--- config.mk ---
export PLATFORM = sky130hd
export DESIGN_NAME = asm_slot_map
export DESIGN_NICKNAME = d
export VERILOG_FILES = /design/src/hdl/asm_pkg.sv /design/src/hdl/asm_fifo.sv /design/src/hdl/asm_slot_map.sv
export SDC_FILE = /design/constraint.sdc
export NUM_CORES = 2
export LEC_CHECK = 0
export BUFFER_PORTS_ARGS = -buffer_cell sky130_fd_sc_hd__buf_4
export CAP_MARGIN = 0
export CORE_MARGIN = 2
export CORE_UTILIZATION = 30
export DETAILED_ROUTE_END_ITERATION = 10
export GPL_ROUTABILITY_DRIVEN = 0
export MAX_ROUTING_LAYER = met4
export PLACE_DENSITY_LB_ADDON = 0.1
export SYNTH_ARGS = -nofsm -noshare
export SYNTH_HDL_FRONTEND = slang
export SYNTH_SLANG_ARGS = --single-unit
--- constraint.sdc ---
create_clock -name clk_in -period 2.2 [get_ports clk_in]
set_clock_uncertainty 0.15 [all_clocks]
set_input_delay 0 -clock clk_in [delete_from_list [all_inputs] [get_ports clk_in]]
set_output_delay 0 -clock clk_in [all_outputs]
set_load 0.02 [all_outputs]
--- src/hdl/asm_pkg.sv ---
// Constants and types shared by the audio slot channel map design
package asm_pkg;

    // ------------------------------------------------------------------
    // Register map (page 0, byte addresses as printed)
    // ------------------------------------------------------------------
    localparam logic [7:0] CHAN5_SLOT_CONFIG_ADDR = 8'h0F;
    localparam logic [7:0] CHAN6_SLOT_CONFIG_ADDR = 8'h10;
    localparam logic [7:0] CHAN7_SLOT_CONFIG_ADDR = 8'h11;
    localparam logic [7:0] SLOT_MAP_STATUS_ADDR   = 8'h20;

    // ------------------------------------------------------------------
    // Reset values of the stored fields (line select, slot index)
    // ------------------------------------------------------------------
    localparam logic [6:0] CHAN5_SLOT_CONFIG_RESET = 7'h04;
    localparam logic [6:0] CHAN6_SLOT_CONFIG_RESET = 7'h05;
    localparam logic [6:0] CHAN7_SLOT_CONFIG_RESET = 7'h06;

    // ------------------------------------------------------------------
    // Field positions
    // ------------------------------------------------------------------
    localparam int LINE_SELECT_BIT = 6;
    localparam int SLOT_HALF_BIT   = 5;
    localparam int STATUS_UNDERRUN = 0;
    localparam int STATUS_EMPTY    = 1;
    localparam int STATUS_SECOND   = 2;

    // ------------------------------------------------------------------
    // Stream shape and counts
    // ------------------------------------------------------------------
    localparam int         SAMPLE_WIDTH = 32;
    localparam int         CHANNELS     = 3;
    localparam int         FIFO_DEPTH   = 8;
    localparam int         SYNC_STAGES  = 3;
    localparam logic [10:0] POS_RESET   = 11'h000;
    localparam logic [10:0] POS_LAST    = 11'h7FF;

    // Serial formats selected outside this block
    typedef enum logic [1:0]
    {
        ASM_FMT_TDM  = 2'h0,
        ASM_FMT_I2S  = 2'h1,
        ASM_FMT_LEFT = 2'h2,
        ASM_FMT_RSVD = 2'h3
    } asm_format_type;

    // Where the serializer stands within a frame
    typedef enum logic [1:0]
    {
        ASM_PH_IDLE,
        ASM_PH_FIRST,
        ASM_PH_SECOND
    } asm_phase_type;

endpackage

--- src/hdl/asm_fifo.sv ---
// Flip-flop FIFO with valid and ready on both sides
`timescale 1ns/1ps

module asm_fifo #(
    parameter int WIDTH = 8,
    parameter int DEPTH = 8
) (
    input  wire logic             clk_in,       // System clock
    input  wire logic             rst_n_in,     // Synchronous reset, low
    input  wire logic [WIDTH-1:0] in_data_in,   // Write data
    input  wire logic             in_valid_in,  // Write request
    output logic                  in_ready_out, // Room for a word
    output logic [WIDTH-1:0]      out_data_out, // Head word
    output logic                  out_valid_out,// Head word present
    input  wire logic             out_ready_in  // Head word taken
);

    localparam int PW = $clog2(DEPTH);
    localparam int CW = $clog2(DEPTH + 1);
    localparam logic [CW-1:0] FULL_COUNT = CW'(DEPTH);
    localparam logic [PW-1:0] LAST_PTR   = PW'(DEPTH - 1);

    // ------------------------------------------------------------------
    // State
    // ------------------------------------------------------------------
    typedef struct packed {
        logic [DEPTH-1:0][WIDTH-1:0] mem;
        logic [PW-1:0]               wr_ptr;
        logic [PW-1:0]               rd_ptr;
        logic [CW-1:0]               count;
        logic                        not_full;
        logic                        not_empty;
    } asm_fifo_state_type;

    asm_fifo_state_type q;
    asm_fifo_state_type d;

    // Pointer step with wrap, so any depth works
    function automatic logic [PW-1:0] step(input logic [PW-1:0] p);
        step = (p == LAST_PTR) ? '0 : p + 1'b1;
    endfunction

    // ------------------------------------------------------------------
    // Next state
    // ------------------------------------------------------------------
    // Flags are registered so in ready and out valid both come straight from flops
    always_comb
    begin
        logic push;
        logic pop;
        push = in_valid_in && q.not_full;
        pop  = out_ready_in && q.not_empty;
        d = q;
        if (push)
        begin
            d.mem[q.wr_ptr] = in_data_in;
            d.wr_ptr = step(q.wr_ptr);
        end
        if (pop)
        begin
            d.rd_ptr = step(q.rd_ptr);
        end
        if (push && !pop)
        begin
            d.count = q.count + 1'b1;
        end
        else if (pop && !push)
        begin
            d.count = q.count - 1'b1;
        end
        d.not_full  = (d.count != FULL_COUNT);
        d.not_empty = (d.count != '0);
    end

    // Registers
    always_ff @(posedge clk_in)
    begin
        if (!rst_n_in)
        begin
            q <= '0;
            q.not_full <= 1'b1;
        end
        else
        begin
            q <= d;
        end
    end

    assign in_ready_out  = q.not_full;
    assign out_valid_out = q.not_empty;
    assign out_data_out  = q.mem[q.rd_ptr];

endmodule

--- src/hdl/asm_slot_map.sv ---
// Slot and line mapping of serial audio channels 5, 6 and 7
//
// What this block does
// - Line-select bit 0 sends the channel to primary line, 1 to secondary.
// - In TDM the channel fills the slot equal to its six-bit slot field.
// - In two-channel formats field values 0 to 31 are left slots directly.
// - In two-channel formats values 32 to 63 are right slot value minus 32.
// - Channel 6 config register at 0x10, resets to 0x05.
// - Channel 7 config register at 0x11, resets to 0x06.
// - Channel 5 slot field resets to 4.
// - Channel 5 config register at 0x0F, just below channel 6.
`timescale 1ns/1ps

module asm_slot_map (
    input  wire logic        clk_in,              // 40 MHz system clock
    input  wire logic        rst_n_in,            // Synchronous reset, low
    input  wire logic [7:0]  reg_addr_in,         // Register address
    input  wire logic [7:0]  reg_wdata_in,        // Register write data
    input  wire logic        reg_wr_in,           // Write strobe
    input  wire logic        reg_rd_in,           // Read strobe
    output logic      [7:0]  reg_rdata_out,       // Read data, next cycle
    input  wire logic [1:0]  serial_format_in,    // Frame format code
    input  wire logic        bit_clock_in,        // Link bit clock pin
    input  wire logic        frame_sync_in,       // Link frame sync pin
    input  wire logic [95:0] sample_data_in,      // {ch7, ch6, ch5}
    input  wire logic        sample_valid_in,     // Frame of samples offered
    output logic             sample_ready_out,    // FIFO has room
    output logic             primary_serial_out,  // Primary data line
    output logic             primary_oe_out,      // Primary line driven
    output logic             secondary_serial_out,// Secondary data line
    output logic             secondary_oe_out     // Secondary line driven
);

    // ------------------------------------------------------------------
    // State
    // ------------------------------------------------------------------
    typedef struct packed {
        logic [6:0]          cfg5_lo;
        logic [6:0]          cfg6;
        logic [6:0]          cfg7;
        logic [asm_pkg::SYNC_STAGES-1:0] clk_sync;
        logic [asm_pkg::SYNC_STAGES-1:0] fs_sync;
        logic                clk_lvl;
        logic                fs_lvl;
        logic                fs_prev;
        asm_pkg::asm_phase_type phase;
        logic [10:0]         pos;
        logic [asm_pkg::CHANNELS-1:0][asm_pkg::SAMPLE_WIDTH-1:0] smp;
        logic                underrun;
        logic [7:0]          rdata;
        logic                pri_data;
        logic                pri_oe;
        logic                sec_data;
        logic                sec_oe;
    } asm_state_type;

    asm_state_type q;
    asm_state_type d;

    logic [95:0] fifo_data;
    logic        fifo_valid;
    logic        fifo_pop;

    // ------------------------------------------------------------------
    // Sample FIFO: one word holds a whole frame for the three channels
    // ------------------------------------------------------------------
    asm_fifo #(
        .WIDTH (asm_pkg::SAMPLE_WIDTH * asm_pkg::CHANNELS),
        .DEPTH (asm_pkg::FIFO_DEPTH)
    ) u_fifo (
        .clk_in        (clk_in),
        .rst_n_in      (rst_n_in),
        .in_data_in    (sample_data_in),
        .in_valid_in   (sample_valid_in),
        .in_ready_out  (sample_ready_out),
        .out_data_out  (fifo_data),
        .out_valid_out (fifo_valid),
        .out_ready_in  (fifo_pop)
    );

    // ------------------------------------------------------------------
    // Helpers
    // ------------------------------------------------------------------
    // Does a channel with this config own the current slot?
    function automatic logic slot_hit(
        input logic [5:0] field,
        input logic       tdm,
        input logic       right,
        input logic [5:0] slot
    );
        if (tdm)
        begin
            slot_hit = (field == slot);
        end
        else
        begin
            // Upper half of the field names the right half of the frame
            slot_hit = (field[asm_pkg::SLOT_HALF_BIT] == right)
                    && (field[4:0] == slot[4:0])
                    && !slot[5];
        end
    endfunction

    // Register read view: bit 7 never stored, so it reads zero
    function automatic logic [7:0] cfg_view(input logic [6:0] cfg);
        cfg_view = {1'b0, cfg};
    endfunction

    // ------------------------------------------------------------------
    // Next state
    // ------------------------------------------------------------------
    always_comb
    begin
        logic                  tdm;
        logic                  rise_start;
        logic                  clk_rise;
        logic                  clk_fall;
        logic                  fs_up;
        logic                  fs_down;
        logic                  start_edge;
        logic                  half_edge;
        logic [5:0]            slot;
        logic [4:0]            bit_sel;
        logic                  pri_hit;
        logic                  sec_hit;
        logic                  pri_bit;
        logic                  sec_bit;
        logic [2:0][6:0]       cfg_a;
        tdm        = 1'b0;
        rise_start = 1'b0;
        clk_rise   = 1'b0;
        clk_fall   = 1'b0;
        fs_up      = 1'b0;
        fs_down    = 1'b0;
        start_edge = 1'b0;
        half_edge  = 1'b0;
        slot       = '0;
        bit_sel    = '0;
        pri_hit    = 1'b0;
        sec_hit    = 1'b0;
        pri_bit    = 1'b0;
        sec_bit    = 1'b0;
        cfg_a      = {q.cfg7, q.cfg6, q.cfg5_lo};
        fifo_pop   = 1'b0;
        d = q;
        d.rdata = '0;

        // Pin synchronisers; only stages two and three are looked at
        d.clk_sync = {q.clk_sync[1:0], bit_clock_in};
        d.fs_sync  = {q.fs_sync[1:0], frame_sync_in};
        if (q.clk_sync[1] == q.clk_sync[2])
        begin
            d.clk_lvl = q.clk_sync[2];
            clk_rise  = q.clk_sync[2] && !q.clk_lvl;
            clk_fall  = !q.clk_sync[2] && q.clk_lvl;
        end
        if (q.fs_sync[1] == q.fs_sync[2])
        begin
            d.fs_lvl = q.fs_sync[2];
        end

        // Register writes; bit 7 of the data is dropped
        if (reg_wr_in)
        begin
            unique case (reg_addr_in)
                asm_pkg::CHAN5_SLOT_CONFIG_ADDR:
                    d.cfg5_lo = reg_wdata_in[6:0];
                asm_pkg::CHAN6_SLOT_CONFIG_ADDR:
                    d.cfg6 = reg_wdata_in[6:0];
                asm_pkg::CHAN7_SLOT_CONFIG_ADDR:
                    d.cfg7 = reg_wdata_in[6:0];
                asm_pkg::SLOT_MAP_STATUS_ADDR:
                    if (reg_wdata_in[asm_pkg::STATUS_UNDERRUN])
                    begin
                        d.underrun = 1'b0;
                    end
                default:
                    d.underrun = d.underrun;
            endcase
        end

        // Register reads; unmapped addresses answer zero
        if (reg_rd_in)
        begin
            unique case (reg_addr_in)
                asm_pkg::CHAN5_SLOT_CONFIG_ADDR:
                    d.rdata = cfg_view(q.cfg5_lo);
                asm_pkg::CHAN6_SLOT_CONFIG_ADDR:
                    d.rdata = cfg_view(q.cfg6);
                asm_pkg::CHAN7_SLOT_CONFIG_ADDR:
                    d.rdata = cfg_view(q.cfg7);
                asm_pkg::SLOT_MAP_STATUS_ADDR:
                begin
                    d.rdata[asm_pkg::STATUS_UNDERRUN] = q.underrun;
                    d.rdata[asm_pkg::STATUS_EMPTY]    = !fifo_valid;
                    d.rdata[asm_pkg::STATUS_SECOND] =
                        (q.phase == asm_pkg::ASM_PH_SECOND);
                end
                default:
                    d.rdata = '0;
            endcase
        end

        // Frame tracking: sync is sampled on bit clock rising edges
        // TDM and left-justified frames open on a sync rise, I2S on a fall
        // Reserved code 3 falls back to I2S framing
        tdm     = (serial_format_in == 2'(asm_pkg::ASM_FMT_TDM));
        rise_start = tdm || (serial_format_in == 2'(asm_pkg::ASM_FMT_LEFT));
        fs_up   = q.fs_lvl && !q.fs_prev;
        fs_down = !q.fs_lvl && q.fs_prev;
        start_edge = rise_start ? fs_up : fs_down;
        half_edge  = rise_start ? fs_down : fs_up;
        if (clk_rise)
        begin
            d.fs_prev = q.fs_lvl;
            if (start_edge)
            begin
                d.phase = asm_pkg::ASM_PH_FIRST;
                d.pos   = asm_pkg::POS_RESET;
                // Missing samples go out as silence, never stale data
                if (fifo_valid)
                begin
                    fifo_pop = 1'b1;
                    d.smp    = fifo_data;
                end
                else
                begin
                    d.smp      = '0;
                    d.underrun = 1'b1;                // Set beats clear
                end
            end
            else if (half_edge && !tdm && q.phase != asm_pkg::ASM_PH_IDLE)
            begin
                d.phase = asm_pkg::ASM_PH_SECOND;
                d.pos   = asm_pkg::POS_RESET;
            end
            else if (q.pos != asm_pkg::POS_LAST)
            begin
                d.pos = q.pos + 1'b1;
            end
        end

        // Data changes on the falling edge so the host samples it stable
        if (clk_fall)
        begin
            slot    = q.pos[10:5];
            bit_sel = ~q.pos[4:0];                    // MSB first
            // Descending loop: the lowest channel wins a shared slot
            for (int c = asm_pkg::CHANNELS - 1; c >= 0; c--)
            begin
                if (slot_hit(cfg_a[c][5:0], tdm,
                             q.phase == asm_pkg::ASM_PH_SECOND, slot)
                    && q.phase != asm_pkg::ASM_PH_IDLE)
                begin
                    if (cfg_a[c][asm_pkg::LINE_SELECT_BIT])
                    begin
                        sec_hit = 1'b1;
                        sec_bit = q.smp[c][bit_sel];
                    end
                    else
                    begin
                        pri_hit = 1'b1;
                        pri_bit = q.smp[c][bit_sel];
                    end
                end
            end
            d.pri_oe   = pri_hit;
            d.pri_data = pri_bit;
            d.sec_oe   = sec_hit;
            d.sec_data = sec_bit;
        end
    end

    // ------------------------------------------------------------------
    // Registers
    // ------------------------------------------------------------------
    always_ff @(posedge clk_in)
    begin
        if (!rst_n_in)
        begin
            q         <= '0;
            q.phase   <= asm_pkg::ASM_PH_IDLE;
            q.cfg5_lo <= asm_pkg::CHAN5_SLOT_CONFIG_RESET;
            q.cfg6    <= asm_pkg::CHAN6_SLOT_CONFIG_RESET;
            q.cfg7    <= asm_pkg::CHAN7_SLOT_CONFIG_RESET;
        end
        else
        begin
            q <= d;
        end
    end

    // Outputs straight from flops
    assign reg_rdata_out        = q.rdata;
    assign primary_serial_out   = q.pri_data;
    assign primary_oe_out       = q.pri_oe;
    assign secondary_serial_out = q.sec_data;
    assign secondary_oe_out     = q.sec_oe;

endmodule

==> metrics.md <==
| Metric | Value |
|---|---|
| Status | finished, violations left |
| Violated checks | negative hold slack |
| CTS tree | built |
| Initial Util | 0.303 |
| First-pass DRT Iterations | 7 |
| DRC viols | 0 |
| Sequential cell area | ~0.019 mm^2 |
| FMAX | between 400 and 500 MHz |
| Synth warn | 0 |
| Clock tree buffer depth | 3 |
| Die Height | approximately 370 um |
| Num ports | about 130 |
| Post-synth ARST share | 0 |
| Setup TNS Final | 0 ns |
| Via/cell ratio | approximately 5 |
| Area of the multi-input gates | around 0.019 mm^2 |
| Clk_lat worst skew | between 0.7 and 0.8 ns |
| Num rows | 132 |
| Hold Crit Depth | 7 |
| # Max-Cap Violations | 0 |
| Gate Count Post-Synth | 4573 |
| Crit. End Element | flip-flop |
| Syn Area/Cell | 8.58 um^2 |
| Syn Std Cell Area | 0.0393 mm^2 |
| Htree depth | 3 |
| Layout area overhead | 26.7% |
| CTS Sinks | a little over 900 |
| Setup WS post-layout | 0.0759 ns |
| Worst hold slack | -0.00202 ns |
| Fin crit share | 0.965 |
| Overall routing resource usage | 0.211 |
| Hpwl dp | 84700 um |
| Remaining Overflow, GRT | 0 |
| Leakage | roughly 17 nW |
| Initial antenna violation count | 7 |
| Post-Syn Nets | approximately 4700 |
| Yosys reg bits | 931 |
| First-pass GRT wire length | about 210000 um |
| Seq/Total Area, Yosys | 0.475 |
| Wire per inst | ~21 um |
| CTS buffer count | 109 |
| Tmin final | around 2.1 ns |
| DRT iter0 DRCs | 2587 |
| Clk slew on worst S/H paths | 0.06 ns |
| Critical Path RT | 2.64 ns |
| Commonest cells after routing, fill and taps aside | 1676 x nand2_1, 923 x dfxtp_1, 793 x a21oi_1 |
| Most common cell after layout, fill and taps aside | nand2_1 |
| Relative slew slack | 0.542 |
| Layout cell share with drive strength beyond 1 | 0.167 |
| Worst Setup Start Kind | flip-flop |
| Max-slew violation count | 0 |
| Net count, final | 5000 |
| Slew @ Worst Pin | approximately 0.68 ns |
| Core Box Area | roughly 0.13 mm^2 |
| Util after Layout | 0.384 |
| Post-Route WL | between 100000 and 150000 um |
| Fillers | 13100 |
| Final setup viols | 0 |
| Critical path arrival | about 2.6 ns |
| Clock Tree Root | clkbuf_16 |
| Die ar. | 0.134 mm^2 |
| HP Class | input port to flip-flop |
| Largest net degree at the start of global routing | 118 |
| Pwr Total | 37.7 mW |
| Critical path class | flip-flop to flip-flop |
| Final ANT Viol Nets | 0 |
| IR drop worst, VDD | 0.000606 V |
| Port bufs | roughly 130 |
| Worst-path fanout max | 17 |
| Cells on worst reg2reg path | 7 |
| Post-synthesis cell type count | 60 |
| Via count | around 33000 |
| Final Hold Vio Count | 2 |
| Die width | approximately 370 um |
| Primary FF master, synth | dfxtp_1 |
| Placement Setup Slack | ~0.038 ns |
| Power Density | 757 mW/mm^2 |
| Vias in the first global route | between 30000 and 40000 |
| Post-synth EDFFs | 0 |
-- critical path: stages (launching register included) --
cell and delay [ns]:
dfxtp_2 0.39, buf_12 0.19, mux4_2 0.52, a2bb2oi_1 0.15
nand4_1 0.09, nand3_1 0.15, a32oi_1 0.26, o21ai_0 0.09
-- Yosys cell counts, drive strengths merged, types with 8 or more instances --
cell / n / area (um^2)
clkbuf: 316 / 1220
a22oi: 9 / 67.6
nand4: 8 / 50.1
nor2b: 9 / 56.3
o21ai: 108 / 541
a21oi: 794 / 3970
mux4: 210 / 4730
xor2: 15 / 131
and2: 11 / 70.1
nand2: 1678 / 6300
nor3: 22 / 110
dfxtp: 931 / 18600
buf: 145 / 862
mux2: 9 / 101
nand3: 13 / 65.1
nor2: 59 / 221
mux2i: 132 / 1320
inv: 9 / 33.8
or3: 8 / 50.1
xnor2: 11 / 96.3
-- state kept, by name, indices dropped and copies added, names as in the netlist --
register,flops
secondary_oe_out,1
u_fifo.out_valid_out,1
q,136
primary_oe_out,1
secondary_serial_out,1
primary_serial_out,1
u_fifo.q,778
u_fifo.in_ready_out,1
d,4
reg_rdata_out,7
-- metal layers --
metal / track usage / up-vias / part of all wire
met1: 0.299 / 16200 / 0.49
li1: - / 15900 / -
met5: - / - / 0
met2: 0.322 / 655 / 0.45
met4: 0.0443 / 0 / 0.014
met3: 0.0262 / 140 / 0.042
-- kinds of logic (layout without fill, tap and decap cells) --
family,after synthesis,after routing,synth area share
muxes,351,351,0.157
other,1,6,0.0000955
AOI/OAI and AO/OA,939,939,0.123
xor gates and xnor gates,26,26,0.00580
buffers and inverters,470,850,0.0538
adders and majority gates,7,7,0.00223
DFF,931,931,0.475
and+or+nand+nor,1848,1848,0.184
-- where the power goes --
part	internal [mW]	switching (mW)	leakage (nW)
logic	1.05	1.45	7.36
clock network	10.5	7.38	1.71
registers	17.1	0.136	7.53
total	28.7	8.96	16.6
-- layout make-up --
| type | count | share of cell area |
|---|---|---|
| repair buffers | 649 | 0.135 |
| inverters | 9 | 0.000830 |
| multi-input cells | 3172 | 0.375 |
| clock inverters | 24 | 0.00546 |
| clock buffers | 168 | 0.0645 |
| diodes | 5 | 0.000251 |
| flip-flops and latches | 931 | 0.375 |
| well taps | 1742 | 0.0438 |
-- worst paths after layout --
check                        to  slack [ns]      startpoint
max          primary_serial_out        0.08          q[110]
max reg2reg  primary_serial_out        0.08          q[110]
min reg2reg              d[127]        0.29          d[126]
min            reg_rdata_out[2]      -0.002  reg_addr_in[3]
-- metrics by stage --
stage               instance area [um^2]  instances  hold WS [ns]
finish                             49800       6700      -0.00202
global route                       49700       6699     0.0000651
CTS                                49700       6695      0.000707
detailed placement                 43700       6257        0.0721
global placement                   43700       6257        0.0810
floorplan                          39300       4573       -0.0249
-- what timing repair did --
| item | CTS | global route |
|---|---|---|
| endpoints found under the hold margin | 927 | 1 |
| buffers inserted | 0 | 2 |
| gates resized for setup | 0 | 20 |
| hold buffers | 246 | 1 |
| endpoints found under the setup margin | 0 | 23 |
Note: power is estimated with default switching activity, not from simulation.
